**config.mk**
```make
export PLATFORM = sky130hd
export DESIGN_NAME = flash_powerup_busy
export DESIGN_NICKNAME = d
export VERILOG_FILES = /design/src/design/flash_power_pkg.sv /design/src/design/countdown_timer.sv /design/src/design/select_edge_sampler.sv /design/src/design/flash_powerup_busy.sv
export SDC_FILE = /design/constraint.sdc
export NUM_CORES = 1
export LEC_CHECK = 0
export ABC_AREA = 1
export BUFFER_PORTS_ARGS = -buffer_cell sky130_fd_sc_hd__clkbuf_2
export CORE_MARGIN = 8
export CORE_UTILIZATION = 56
export DETAILED_ROUTE_END_ITERATION = 10
export PLACE_DENSITY = 0.73
export REMOVE_ABC_BUFFERS = 1
export SYNTH_ARGS = -nofsm -noshare
export SYNTH_HDL_FRONTEND = slang
export SYNTH_SLANG_ARGS = --single-unit
```
**constraint.sdc**
```tcl
create_clock -name clk -period 3.6 [get_ports clk]
set_clock_uncertainty 0.2 [all_clocks]
set_input_delay 0.36 -clock clk [delete_from_list [all_inputs] [get_ports clk]]
set_output_delay 0.36 -clock clk [all_outputs]
set_load 0.02 [all_outputs]
```
**src/design/flash_power_pkg.sv**
```systemverilog
// ----------------------------------------------------------------------------
// Shared constants for the power-up and busy timing block.
// ----------------------------------------------------------------------------
package flash_power_pkg;

    // ------------------------------------------------------------------------
    // Clock and counter geometry.
    // ------------------------------------------------------------------------
    // Period of the system clock in nanoseconds (200 MHz).
    localparam real CLK_PERIOD_NS = 5.0;
    // Width of every duration counter; the longest count needs 30 bits.
    localparam int  COUNT_W       = 32;

    // ------------------------------------------------------------------------
    // Times in their own units, as printed.
    // ------------------------------------------------------------------------
    // Least wait from power good to the first read frame.
    localparam int  READ_AFTER_POWER_WAIT_US         = 70;
    // Longest internal delay before program or erase is allowed.
    localparam int  WRITE_AFTER_POWER_WAIT_MS        = 3;
    // Longest full page program time.
    localparam real PAGE_WRITE_DURATION_MS           = 2.5;
    // Longest page erase time.
    localparam int  PAGE_CLEAR_DURATION_MS           = 20;
    // Longest block erase times for 4K, 32K and 64K blocks.
    localparam int  BLOCK4K_CLEAR_DURATION_MS        = 60;
    localparam int  BLOCK32K_CLEAR_DURATION_MS       = 500;
    localparam int  BLOCK64K_CLEAR_DURATION_MS       = 1000;
    // Longest whole array erase time.
    localparam real WHOLE_ARRAY_CLEAR_DURATION_S     = 4.0;
    // Longest security area program time.
    localparam int  SECURITY_AREA_WRITE_DURATION_US  = 950;
    // Longest status register write time.
    localparam int  STATUS_WRITE_DURATION_NS         = 200;

    // ------------------------------------------------------------------------
    // Conversions from nanoseconds to clock cycles.
    // ------------------------------------------------------------------------
    // A longest time rounds down, never below one cycle.
    function automatic int unsigned cycles_floor(input real ns);
        int unsigned c;
        c = $rtoi(ns / CLK_PERIOD_NS);
        return (c < 1) ? 1 : c;
    endfunction

    // A least time rounds up, never below one cycle.
    function automatic int unsigned cycles_ceil(input real ns);
        int unsigned c;
        c = $rtoi(ns / CLK_PERIOD_NS);
        if (real'(c) * CLK_PERIOD_NS < ns) c = c + 1;
        return (c < 1) ? 1 : c;
    endfunction

    // ------------------------------------------------------------------------
    // Cycle counts derived from the times above.
    // ------------------------------------------------------------------------
    localparam int unsigned READ_WAIT_CYCLES      =
        cycles_ceil(READ_AFTER_POWER_WAIT_US * 1.0E3);
    localparam int unsigned WRITE_WAIT_CYCLES     =
        cycles_floor(WRITE_AFTER_POWER_WAIT_MS * 1.0E6);
    localparam int unsigned PAGE_WRITE_CYCLES     =
        cycles_floor(PAGE_WRITE_DURATION_MS * 1.0E6);
    localparam int unsigned PAGE_CLEAR_CYCLES     =
        cycles_floor(PAGE_CLEAR_DURATION_MS * 1.0E6);
    localparam int unsigned BLOCK4K_CLEAR_CYCLES  =
        cycles_floor(BLOCK4K_CLEAR_DURATION_MS * 1.0E6);
    localparam int unsigned BLOCK32K_CLEAR_CYCLES =
        cycles_floor(BLOCK32K_CLEAR_DURATION_MS * 1.0E6);
    localparam int unsigned BLOCK64K_CLEAR_CYCLES =
        cycles_floor(BLOCK64K_CLEAR_DURATION_MS * 1.0E6);
    localparam int unsigned WHOLE_CLEAR_CYCLES    =
        cycles_floor(WHOLE_ARRAY_CLEAR_DURATION_S * 1.0E9);
    localparam int unsigned SECURITY_WRITE_CYCLES =
        cycles_floor(SECURITY_AREA_WRITE_DURATION_US * 1.0E3);
    localparam int unsigned STATUS_WRITE_CYCLES   =
        cycles_floor(STATUS_WRITE_DURATION_NS * 1.0);

    // ------------------------------------------------------------------------
    // Enumerations.
    // ------------------------------------------------------------------------
    // Kind of long operation requested by the command decoder.
    typedef enum logic [2:0] {
        OP_PAGE_WRITE,
        OP_PAGE_CLEAR,
        OP_BLOCK4K_CLEAR,
        OP_BLOCK32K_CLEAR,
        OP_BLOCK64K_CLEAR,
        OP_WHOLE_CLEAR,
        OP_SECURITY_WRITE,
        OP_STATUS_WRITE
    } op_kind_t;

    // Power state of the device.
    typedef enum logic [1:0] {
        ST_POWER_WAIT,
        ST_STANDBY,
        ST_ACTIVE
    } power_state_t;

endpackage

```
**src/design/countdown_timer.sv**
```systemverilog
`timescale 1ns/10ps
// ----------------------------------------------------------------------------
// Loadable down counter that runs for exactly the loaded number of cycles.
// ----------------------------------------------------------------------------
module countdown_timer #(
    parameter int W = 32
) (
    input  wire logic         clk,
    input  wire logic         rst,
    input  wire logic         load,
    input  wire logic [W-1:0] value,
    output logic              running,
    output logic              done
);
    // Cycles still to run.
    logic [W-1:0] count_q;
    // Next count and the last-cycle marker.
    logic [W-1:0] count_d;
    wire          last_cycle = running && (count_q == W'(1));

    // A load restarts the count; zero is treated as one cycle.
    assign count_d = load ? ((value == '0) ? W'(1) : value)
                   : (running ? count_q - W'(1) : count_q);

    // Count, run flag and one-cycle finish pulse.
    always_ff @(posedge clk) begin
        if (rst) begin
            count_q <= '0;
            running <= 1'b0;
            done    <= 1'b0;
        end else begin
            count_q <= count_d;
            running <= load || (running && !last_cycle);
            done    <= last_cycle && !load;
        end
    end
endmodule // countdown_timer

```
**src/design/select_edge_sampler.sv**
```systemverilog
`timescale 1ns/10ps
// ----------------------------------------------------------------------------
// Watches the select line, marks each falling edge and samples the idle clock.
// ----------------------------------------------------------------------------
module select_edge_sampler (
    input  wire logic clk,
    input  wire logic rst,
    input  wire logic select_n,
    input  wire logic sck,
    output logic      select_fall,
    output logic      mode3
);
    // Select level seen on the previous edge; reset low so that a line
    // already low at release does not count as a falling edge.
    logic select_n_q;
    wire  fall_now = select_n_q && !select_n;

    // Edge pulse and clock-level capture at every falling edge.
    always_ff @(posedge clk) begin
        if (rst) begin
            select_n_q  <= 1'b0;
            select_fall <= 1'b0;
            mode3       <= 1'b0;
        end else begin
            select_n_q  <= select_n;
            select_fall <= fall_now;
            if (fall_now) begin
                mode3 <= sck;
            end
        end
    end
endmodule // select_edge_sampler

```
**src/design/flash_powerup_busy.sv**
```systemverilog
`timescale 1ns/10ps
// How it works
// - Output stays undriven until output requested.
// - First instruction needs a select falling edge.
// - Each select fall samples clock: mode.
// - In reset, all commands are ignored.
// - Program/erase blocked for 3 ms after power.
// - Delay end: standby or active by select.
// - Page program busy at most 2.5 ms.
// - Erase busy within page/block/chip limits.
// - Security area program within 950 us.
// - Status write done within 200 ns.
module flash_powerup_busy #(
    parameter int unsigned READ_WAIT      = flash_power_pkg::READ_WAIT_CYCLES,
    parameter int unsigned WRITE_WAIT     = flash_power_pkg::WRITE_WAIT_CYCLES,
    parameter int unsigned PAGE_WRITE     = flash_power_pkg::PAGE_WRITE_CYCLES,
    parameter int unsigned PAGE_CLEAR     = flash_power_pkg::PAGE_CLEAR_CYCLES,
    parameter int unsigned BLOCK4K_CLEAR  = flash_power_pkg::BLOCK4K_CLEAR_CYCLES,
    parameter int unsigned BLOCK32K_CLEAR = flash_power_pkg::BLOCK32K_CLEAR_CYCLES,
    parameter int unsigned BLOCK64K_CLEAR = flash_power_pkg::BLOCK64K_CLEAR_CYCLES,
    parameter int unsigned WHOLE_CLEAR    = flash_power_pkg::WHOLE_CLEAR_CYCLES,
    parameter int unsigned SECURITY_WRITE = flash_power_pkg::SECURITY_WRITE_CYCLES
) (
    input  wire logic                      clk,
    input  wire logic                      rst,
    input  wire logic                      select_n,
    input  wire logic                      sck,
    input  wire logic                      op_start,
    input  wire flash_power_pkg::op_kind_t op_kind,
    input  wire logic                      out_request,
    output logic                           so_oe_q,
    output logic                           frame_open_q,
    output logic                           mode3_q,
    output logic                           busy_q,
    output logic                           op_done_q,
    output logic                           op_refused_q,
    output logic                           read_ready_q,
    output logic                           write_ready_q,
    output logic                           standby_q,
    output logic                           active_q
);
    // ------------------------------------------------------------------------
    // Local declarations.
    // ------------------------------------------------------------------------
    localparam int CW = flash_power_pkg::COUNT_W;

    // Power state and its next value.
    flash_power_pkg::power_state_t state_q;
    flash_power_pkg::power_state_t state_d;
    // High for the first cycle after reset release, to start the write delay.
    logic          started_q;
    // Counter for the read wait after power good.
    logic [CW-1:0] read_count_q;
    logic [CW-1:0] read_count_d;
    // Outputs of the edge sampler.
    logic          select_fall;
    logic          mode3;
    // Power-up write delay timer.
    logic          pu_done;
    // Operation timer.
    logic          op_running;
    logic          op_done;
    // Next values of the registered outputs.
    logic          frame_open_d;
    logic          so_oe_d;
    logic          busy_d;

    // ------------------------------------------------------------------------
    // Duration of each operation kind, in cycles.
    // ------------------------------------------------------------------------
    function automatic logic [CW-1:0] op_cycles(input flash_power_pkg::op_kind_t k);
        case (k)
            flash_power_pkg::OP_PAGE_WRITE:     return CW'(PAGE_WRITE);
            flash_power_pkg::OP_PAGE_CLEAR:     return CW'(PAGE_CLEAR);
            flash_power_pkg::OP_BLOCK4K_CLEAR:  return CW'(BLOCK4K_CLEAR);
            flash_power_pkg::OP_BLOCK32K_CLEAR: return CW'(BLOCK32K_CLEAR);
            flash_power_pkg::OP_BLOCK64K_CLEAR: return CW'(BLOCK64K_CLEAR);
            flash_power_pkg::OP_WHOLE_CLEAR:    return CW'(WHOLE_CLEAR);
            flash_power_pkg::OP_SECURITY_WRITE: return CW'(SECURITY_WRITE);
            flash_power_pkg::OP_STATUS_WRITE:
                return CW'(flash_power_pkg::STATUS_WRITE_CYCLES);
            default:                            return CW'(1);
        endcase
    endfunction

    // ------------------------------------------------------------------------
    // Select edge detection and mode capture.
    // ------------------------------------------------------------------------
    select_edge_sampler u_sampler (
        .clk         (clk),
        .rst         (rst),
        .select_n    (select_n),
        .sck         (sck),
        .select_fall (select_fall),
        .mode3       (mode3)
    );

    // ------------------------------------------------------------------------
    // Power-up write delay, started on the first cycle after reset.
    // ------------------------------------------------------------------------
    countdown_timer #(
        .W (CW)
    ) u_powerup_timer (
        .clk     (clk),
        .rst     (rst),
        .load    (started_q),
        .value   (CW'(WRITE_WAIT)),
        .running (),
        .done    (pu_done)
    );

    // ------------------------------------------------------------------------
    // Acceptance of a long operation.
    // ------------------------------------------------------------------------
    // The status write is a register write and needs no array power-up;
    // every program or erase waits for the power-up delay.
    wire is_array_op   = (op_kind != flash_power_pkg::OP_STATUS_WRITE);
    wire kind_allowed  = !is_array_op || write_ready_q;
    // A request counts only inside an accepted frame.
    wire op_seen       = op_start && frame_open_q;
    // Accepted when idle and allowed; otherwise refused with a pulse.
    wire op_accept     = op_seen && !busy_q && kind_allowed;
    wire op_reject     = op_seen && !op_accept;

    countdown_timer #(
        .W (CW)
    ) u_op_timer (
        .clk     (clk),
        .rst     (rst),
        .load    (op_accept),
        // One less: the registered busy flag adds the load cycle itself.
        .value   (op_cycles(op_kind) - CW'(1)),
        .running (op_running),
        .done    (op_done)
    );

    // ------------------------------------------------------------------------
    // Next-value decoding.
    // ------------------------------------------------------------------------
    // A frame opens only on a falling edge of select and closes when select
    // rises; a line held low through reset release opens nothing.
    assign frame_open_d = select_fall ? 1'b1
                        : (select_n ? 1'b0 : frame_open_q);
    // The output driver turns on only while an open frame asks for data.
    assign so_oe_d      = frame_open_d && out_request;
    // Busy rises with the accepted request and falls with the timer.
    assign busy_d       = op_accept || (op_running && !op_done);
    // Read wait counter stops at the limit.
    assign read_count_d = (read_count_q == CW'(READ_WAIT)) ? read_count_q
                        : read_count_q + CW'(1);

    // ------------------------------------------------------------------------
    // Power state decoding.
    // ------------------------------------------------------------------------
    always_comb begin
        state_d = state_q;
        case (state_q)
            // Waiting out the delay before program or erase.
            flash_power_pkg::ST_POWER_WAIT: begin
                if (pu_done) begin
                    state_d = select_n ? flash_power_pkg::ST_STANDBY
                                       : flash_power_pkg::ST_ACTIVE;
                end
            end
            // Standby follows select; an operation keeps the device active.
            flash_power_pkg::ST_STANDBY: begin
                if (!select_n || busy_q) begin
                    state_d = flash_power_pkg::ST_ACTIVE;
                end
            end
            // Back to standby once select is high and nothing is running.
            flash_power_pkg::ST_ACTIVE: begin
                if (select_n && !busy_q) begin
                    state_d = flash_power_pkg::ST_STANDBY;
                end
            end
            default: begin
                state_d = flash_power_pkg::ST_POWER_WAIT;
            end
        endcase
    end

    // ------------------------------------------------------------------------
    // Power-up bookkeeping; reset holds everything still and drops requests.
    // ------------------------------------------------------------------------
    always_ff @(posedge clk) begin
        if (rst) begin
            started_q     <= 1'b1;
            state_q       <= flash_power_pkg::ST_POWER_WAIT;
            read_count_q  <= '0;
            read_ready_q  <= 1'b0;
            write_ready_q <= 1'b0;
        end else begin
            started_q     <= 1'b0;
            state_q       <= state_d;
            read_count_q  <= read_count_d;
            read_ready_q  <= (read_count_d == CW'(READ_WAIT));
            write_ready_q <= write_ready_q || pu_done;
        end
    end

    // ------------------------------------------------------------------------
    // Frame, output enable and mode outputs.
    // ------------------------------------------------------------------------
    always_ff @(posedge clk) begin
        if (rst) begin
            frame_open_q <= 1'b0;
            so_oe_q      <= 1'b0;
            mode3_q      <= 1'b0;
        end else begin
            frame_open_q <= frame_open_d;
            so_oe_q      <= so_oe_d;
            mode3_q      <= mode3;
        end
    end

    // ------------------------------------------------------------------------
    // Busy flag and operation event pulses.
    // ------------------------------------------------------------------------
    always_ff @(posedge clk) begin
        if (rst) begin
            busy_q       <= 1'b0;
            op_done_q    <= 1'b0;
            op_refused_q <= 1'b0;
        end else begin
            busy_q       <= busy_d;
            op_done_q    <= op_done;
            op_refused_q <= op_reject;
        end
    end

    // ------------------------------------------------------------------------
    // Standby and active indications, decoded from the next state.
    // ------------------------------------------------------------------------
    always_ff @(posedge clk) begin
        if (rst) begin
            standby_q <= 1'b0;
            active_q  <= 1'b0;
        end else begin
            standby_q <= (state_d == flash_power_pkg::ST_STANDBY);
            active_q  <= (state_d == flash_power_pkg::ST_ACTIVE);
        end
    end

endmodule // flash_powerup_busy

```
Word level (Yosys, flattened, before mapping)

Memory sizes are Yosys's and may differ from the RTL's.
Cells that the tools add are included.

Add/subtract/negate cells: 4
Equal/unequal tests: 9
Mux-type cells: 14
Reduce and logical (&&, ||, !) cells: 33

Operator list:

| kind                                                   | number |
|---|---|
| 2-to-1 mux 32 bit                                      | 4 |
| subtractor 32 x 1 -> 32 bit (second input constant)    | 3 |
| equality test 32 x 1 -> 1 bit (second input constant)  | 2 |
| equality test 32 x 14 -> 1 bit (second input constant) | 2 |
| 2-to-1 mux 20 bit                                      | 2 |
| adder 32 x 1 -> 32 bit (second input constant)         | 1 |
| zero test 32 bit                                       | 1 |
| logical AND 1 bit                                      | 14 |
| zero test 1 bit                                        | 8 |
| 2-to-1 mux 2 bit                                       | 4 |
| logical OR 1 bit                                       | 6 |
| one-hot mux 2 bit (3 select lines)                     | 1 |
| equality test 2 x 1 -> 1 bit (second input constant)   | 2 |
| equality test 2 bit (second input constant)            | 2 |
| nonzero test 2 bit                                     | 2 |
| 2-to-1 mux 1 bit                                       | 3 |
| != test 3 bit (second input constant)                  | 1 |
| zero test 2 bit                                        | 1 |
| OR reduction 2 bit                                     | 1 |

Register bits after elaboration: 116
Memory bits (read-only): 192
Input bits: 9
Output and inout port bits: 10
Word-level logic and storage cells: 84
Memories kept: 1

Memory list:

| memory          | words | width | rd ports | clocked after memory_dff | write ports | RTL line                 | RTL |
|---|---|---|---|---|---|---|---|
| (no name shown) | 8     | 24    | 1        | 0                        | 0           | flash_powerup_busy.sv:72 | `case (k)` |

Longest topological paths before layout

Gate-level depths: netlist (run 1).

Depth in word-level cells: 6
Depth in mapped cells: 15
Gate-level depth less buffers: 15

By module

A second synthesis (run 1) with hierarchy kept.

Cell total of the unflattened synthesis: 1,361
Area, all modules: 8,134.1 sq um

By module, submodules not included:

| module              | times used | cells each | area an instance (sq um) | seq. area each (sq um) |
|---|---|---|---|---|
| countdown_timer     | 2          | 423        | 2,491.1                  | 680.7 |
| flash_powerup_busy  | 1          | 502        | 3,046.7                  | 900.9 |
| select_edge_sampler | 1          | 13         | 105.1                    | 60.1 |

Least setup slack after synthesis (run 1)

OpenSTA, ideal clock, no wires.

Kind: input to register
Start: input op_kind[1]
End: register u_op_timer.count_q[19]
Library setup time: 132 ps
Arrival: 1,686 ps
Required time: 3,268 ps
Slack: 1,582 ps
Cell stages on the path: 13
Path buffers: 0
Cell sequence: inv_1 ha_1 inv_1 nand2_1 o21ai_1 nand2_1 nor2_2 nand2_1 nor3_2 xor2_1 nand2_1 nand3_1 a21oi_1

Word-level cells in the longest chain between the ends: 5
Elaborated cells on any way between the ends: 10
Classes of those cells: add/sub: 1; eq/ne: 1; mux: 2; reduce/logical: 5; memory: 1

RTL lines:

| what                                                                  | RTL line                                             | RTL |
|---|---|---|
| from (decl)                                                           | flash_powerup_busy.sv:29                             | `input wire flash_power_pkg::op_kind_t op_kind,` |
| memory (8 x 24 bit) / != test 3 bit (equally long branches)           | -                                                    |  |
| subtractor 32 x 1 -> 32 bit / zero test 1 bit (equally long branches) | flash_powerup_busy.sv:132, flash_powerup_busy.sv:118 |  |
| zero test 32 bit / logical OR 1 bit (equally long branches)           | countdown_timer.sv:22, flash_powerup_busy.sv:118     |  |
| 2-to-1 mux 32 bit / logical AND 1 bit (equally long branches)         | countdown_timer.sv:22, flash_powerup_busy.sv:122     |  |
| 2-to-1 mux 32 bit / nonzero test 2 bit (equally long branches)        | -                                                    |  |
| to (signal assigned)                                                  | countdown_timer.sv:32                                | `count_q <= count_d;` |
| to (decl)                                                             | countdown_timer.sv:16                                | `logic [W-1:0] count_q;` |

Parallel ways exist; a longest one is shown, timed or not.
A chain may end at the register's enable or synchronous reset.

Final worst setup path (run 1)

Start: input op_kind[1]
End: register u_op_timer.count_q[18]

The elaborated chain is that of the path after synthesis.

==> flow_summary.yaml, run 1 <==
timing:
  slew_viol_final: 0
  whs_ns: 0.02568
  fin_crit_ns: 2.520
  fin_crit_sh_pct: 70.00
  setup_viol: 0
  totalNegativeSetupSlack_ns: 0
  relSlewSlack_pct: 43.04
  fmax_ghz: 0.3968
  final_hold_viol_count: 0
  tightest_slew_ns: 0.8512
  rsz0062_at_grt: "false"
global_routing:
  grt.busiest_layer: "met2"
  antenna_found_initial: 0
  use_met2_pct: 34.38
  grt_overflow: 0
  grt_pass1_wl_mm: 28.64
  first_global_vias: 6031
  grt_usage_pct: 21.76
  grt_max_degree: 32
  grt_use_met3_pct: 4.659
  use_met1_pct: 27.99
power:
  clkPwrFrac_pct: 53.0
  seq_power_share_pct: 38.9
  power_frac_comb_pct: 8.1
  power.switching_fraction_pct: 24.01
  power.total_mw: 3.414
  p_per_area_nw_per_um2: 436.3
  p_sw_mw: 0.8197
  internal_power_mw: 2.595
  p_leak_nw: 3.512
  ir_worst_vdd_mv: 0.3587
clocking:
  cts-htree-levels: 4
  cts_buffer_depth: 2
  clockRootBuffer: "clkbuf_16"
  cts_tree: "done"
  cts_resized: 0
  clock-sinks: 116
  cts_buffers: 17
  clk_latency_ns: 0.42
  holdBufCountCts: 2
  cts.clk_slew.worst_paths_ns: 0.06
  post-cts-setup-buffer-count: 0
layout:
  drive_above_1_share_pct: 10.03
  num-fill-cells: 1116
  area_delta_synth_final_pct: 12.82
  post-route-util_pct: 64.89
  diodes: 0
  nets: 1090
  final_common_cell: "nand2_1"
  final_cell_mix: "nand2_1, nor2_1, inv_1"
floorplanning:
  die_y_um: 127.3
  row_count: 40
  dieWidth_um: 127.3
  fp.coreArea_um2: 12060
  die-area_um2: 16200
  start_util_pct: 57.51
  pin_count: 19
critical_path:
  criticalPathCategory: "input pin to flip-flop"
  crit_path_start_kind: "input pin"
  critPathCaptureType: "flip-flop"
  r2r_start: "frame_open_q$_SDFF_PP0_"
  cp_data_required_time_ns: 3.71
  arrival_ns: 2.63
  cp_max_fo: 17
  crit_path_start: "op_kind[1]"
synthesis:
  yosys.area.top_type_share_pct: 33.48
  synth_enable_flop_cells: 0
  syn-mean-instance-area_um2: 6.657
  yosys_warnings: 0
  synth_area_um2: 6937
  synthDistinctLibCells: 52
  seq_area_frac_synth_pct: 33.48
  async_reset_ff_share_pct: 0
  yosys-top-cells-area: "dfxtp_1, nand2_1, nor2_1"
  syn_inst: 1042
  yosysTopAreaCell: "dfxtp_1"
  ys.flop_type: "dfxtp_1"
  synth_seq_cells: 116
route:
  ant_nets: 0
  drc: 0
  first_pass_iters: 5
  wire_per_inst_um: 13.82
  vias: 6575
  drt-total-wl_mm: 17.21
  routed_via_density: 5.281
  drt_iter0_markers: 574
placed_design:
  dp_hpwl_mm: 12.69
  numPortBuffers: 18
  gp_congestion: 0.9264
job:
  drv_cap: 0
worst_hold_path:
  worstHoldStart: "op_start"
  min_path_type: "input pin to flip-flop"
outcome:
  status: "finished clean"
==> power groups by stage <==
stage	combinational (mW)	sequential, mW	clock, mW
final	0.276	1.33	1.81
after global routing	0.311	1.33	1.90
after CTS	0.272	1.33	1.84
after detailed placement	0.269	1.36	0
after global placement	0.266	1.36	0
after floorplan	0.196	1.35	0
==> worst max-delay path, stage by stage <==
cell and delay (ns):
clkbuf_2 0.14, ha_1 0.21, nand2_1 0.07, inv_1 0.09, o21ai_2 0.16, inv_2 0.05, nor2_1 0.64, inv_1 0.47
o21ai_0 0.27, o21bai_1 0.13, inv_1 0.05
==> state kept, by name, indices dropped and copies added (netlist names), 2 cells and up <==
register and count:
u_powerup_timer.count_q 32, state_q 2, read_count_q 32, u_op_timer.count_q 32
==> path summary, 6_finish.rpt <==
path | end | slack, ns | cells past startpoint
setup / recovery | u_op_timer.count_q[18]$_SDFFE_PP0P_ | 1.08 | 11
setup reg to reg | u_op_timer.count_q[18]$_SDFFE_PP0P_ | 1.09 | 9
hold / removal | op_refused_q$_SDFF_PP0_ | 0.03 | 3
hold reg to reg | mode3_q$_SDFF_PP0_ | 0.22 | 2
==> kinds of logic (layout without fill, tap and decap cells) <==
kind of cell	after synthesis	after routing	synth area share, %
DFF	116	116	33.48
AOI/OAI and AO/OA	137	137	11.44
buffers and inverters	178	213	9.975
adders and majority gates	17	17	3.066
xor gates and xnor gates	43	43	5.429
and+or+nand+nor	551	551	36.62
==> final cells by class <==
type / count / area (um^2) / share of cell area (%)
tap: 168 / 210.2 / 2.686
clock buffer: 21 / 460.4 / 5.883
inverter: 156 / 585.6 / 7.482
clock inverter: 11 / 173.9 / 2.222
timing repair buffer: 25 / 147.6 / 1.886
multi-input combinational: 748 / 3926 / 50.17
sequential: 116 / 2322 / 29.67
==> cells in the mapped netlist (all sizes together) (4+ instances only) <==
| cell type | count |
|---|---|
| nor4 | 6 |
| a31oi | 8 |
| dfxtp | 116 |
| xor2 | 35 |
| xnor2 | 8 |
| nand3b | 4 |
| nand3 | 50 |
| nand4 | 31 |
| nand2 | 205 |
| ha | 17 |
| a21oi | 47 |
| clkbuf | 8 |
| buf | 14 |
| nor2 | 205 |
| or2 | 5 |
| inv | 156 |
| nor3 | 42 |
| o21ai | 56 |
==> stage by stage <==
stage | area [um^2] | instances | worst slack, ns
floorplan | 6830 | 1020 | 0.1858
global placement | 7172 | 1211 | 0.7805
detailed placement | 7172 | 1211 | 0.6904
CTS | 7826 | 1245 | 1.110
global route | 7826 | 1245 | 0.8042
finish | 7826 | 1245 | 1.080
==> metal layers <==
metal,wire length [um],part of all wire [%],vias up
met5,0,0,-
met1,8095,47,2937
met3,938,5.5,37
met2,7708,45,197
li1,-,-,3404
met4,465,2.7,0
Power figures use the tool's default switching activity.
==> inputs of run 2 (changes only) <==
==> constraint.sdc (replaced) <==
create_clock -name clk -period 2.4 [get_ports clk]
set_clock_uncertainty 0.2 [all_clocks]
set_input_delay 0.24 -clock clk [delete_from_list [all_inputs] [get_ports clk]]
set_output_delay 0.24 -clock clk [all_outputs]
set_load 0.02 [all_outputs]
==> run 2 against run 1 <==
Compared with the run above: final area grew 1.6%; combinational power grew 54%; setup slack lost 0.91 ns; non-clock buffer count grew 14; cell count grew 1.1%; first-iteration DRC count shrank 3.8%; clock power grew 46%; critical path type is now flip-flop to flip-flop; largest power group unchanged.
==> flow_summary.yaml, run 2 (synthesis results as in run 1) <==
critical_path:
  arrival_ns: 2.38
  cp_max_fo: 4
  r2r_start: "read_count_q[1]$_SDFF_PP0_"
  criticalPathCategory: "flip-flop to flip-flop"
  cp_data_required_time_ns: 2.55
  critPathCaptureType: "flip-flop"
  r2r_cells: 11
  crit_path_start_kind: "flip-flop"
  crit_path_start: "read_count_q[1]$_SDFF_PP0_"
clocking:
  cts_tree: "done"
  clock-sinks: 116
  cts-htree-levels: 4
  cts.clk_slew.worst_paths_ns: 0.06
  cts_buffer_depth: 2
  clk_latency_ns: 0.42
  cts_buffers: 17
  clockRootBuffer: "clkbuf_16"
  post-cts-setup-buffer-count: 0
placed_design:
  dpl_cell_area_um2: 7267
  numPortBuffers: 18
  dp_hpwl_mm: 13.17
  post-place-ws_ns: 0.1400
  gp_congestion: 0.9099
route:
  first_pass_iters: 5
  drt_iter0_markers: 552
  ant_nets: 0
  wire_per_inst_um: 14.07
  routed_via_density: 5.297
  vias: 6669
  drt-total-wl_mm: 17.72
  drc: 0
outcome:
  status: "finished clean"
worst_hold_path:
  worstHoldStart: "op_kind[2]"
  whs_path_depth: 5
  min_path_type: "input pin to flip-flop"
power:
  internal_power_mw: 3.804
  p_leak_nw: 3.573
  power.total_mw: 5.063
  power.switching_fraction_pct: 24.86
  ir_worst_vdd_mv: 0.4223
  power_frac_comb_pct: 8.4
  clkPwrFrac_pct: 52.2
  p_sw_mw: 1.259
  p_per_area_nw_per_um2: 636.9
  seq_power_share_pct: 39.4
global_routing:
  first_global_vias: 6272
  grt.busiest_layer: "met2"
  grt_max_degree: 29
  grt_usage_pct: 22.61
  use_met2_pct: 36.38
  use_met1_pct: 28.69
  grt_pass1_wl_mm: 29.76
  grt_overflow: 0
  grt_use_met3_pct: 4.950
  antenna_found_initial: 0
floorplanning:
  fp.coreArea_um2: 12060
  pin_count: 19
  die-area_um2: 16200
  row_count: 40
  die_y_um: 127.3
  dieWidth_um: 127.3
  start_util_pct: 57.51
layout:
  num-fill-cells: 1123
  post-route-util_pct: 65.90
  final_area_um2: 7949
  area_delta_synth_final_pct: 14.59
  nets: 1104
  diodes: 0
  final_common_cell: "nand2_1"
  top_regs: "read_count_q (32), u_op_timer.count_q (32), u_powerup_timer.count_q (32)"
  final_cell_mix: "nand2_1, nor2_1, inv_1"
  drive_above_1_share_pct: 11.37
timing:
  setup_slack_ns: 0.1695
  fmax_ghz: 0.4483
  final_hold_viol_count: 0
  relSlewSlack_pct: 67.71
  rsz0062_at_grt: "false"
  whs_ns: 0.2153
  setup_viol: 0
  fin_crit_sh_pct: 92.94
  fin_crit_ns: 2.230
  tightest_slew_ns: 0.4838
  slew_viol_final: 0
job:
  drv_cap: 0
## run 2: layout make-up
class | instances | area, um^2 | area share (%)
Multi-Input combinational cell | 748 | 3936 | 49.52
Sequential cell | 116 | 2322 | 29.21
Inverter | 156 | 585.6 | 7.367
Clock buffer | 19 | 452.9 | 5.698
Timing Repair Buffer | 39 | 272.8 | 3.431
Tap cell | 168 | 210.2 | 2.644
Clock inverter | 13 | 168.9 | 2.125
## run 2: timing repair
action / 4_1_cts / 5_1_grt
setup endpoints to repair: 0 / 2
hold buffers: 5 / 0
endpoints found under the hold margin: 8 / 0
resized for setup: 0 / 3
## run 2: path summary, 6_finish.rpt
path / to / slack, ns
hold reg to reg: mode3_q$_SDFF_PP0_ / 0.22
setup reg to reg: read_ready_q$_SDFF_PP0_ / 0.17
hold / removal: u_op_timer.count_q[10]$_SDFFE_PP0P_ / 0.22
setup / recovery: read_ready_q$_SDFF_PP0_ / 0.17
## run 2: per-layer routing
layer	vias to the layer above	routed length, um
li1	3415	-
met1	3003	8096
met2	217	8149
met3	34	1029
met4	0	444
met5	-	0
## run 2: power by group through the flow
stage               Sequential, mW  Combinational [mW]  Clock, mW
floorplan                     2.03               0.293          0
global placement              2.03               0.406          0
detailed placement            2.03               0.411          0
CTS                           1.99               0.420       2.68
global route                  2.00               0.479       2.78
finish                        1.99               0.425       2.64
## run 2: per-stage QoR
step	std cells	setup TNS, ns
floorplan	1020	-19.74
global placement	1222	0
detailed placement	1222	0
CTS	1259	0
global route	1259	0
finish	1259	0
## run 2: worst max-delay path, cell delays in order, from the launching register on
cell	delay, ns
dfxtp_1	0.38
ha_1	0.27
nand3_4	0.14
nor2_4	0.16
nand3b_4	0.13
nor2_4	0.13
nand2_2	0.09
nand2_1	0.10
nand2_1	0.05
nor3_1	0.26
nand4_1	0.15
nor2_1	0.10
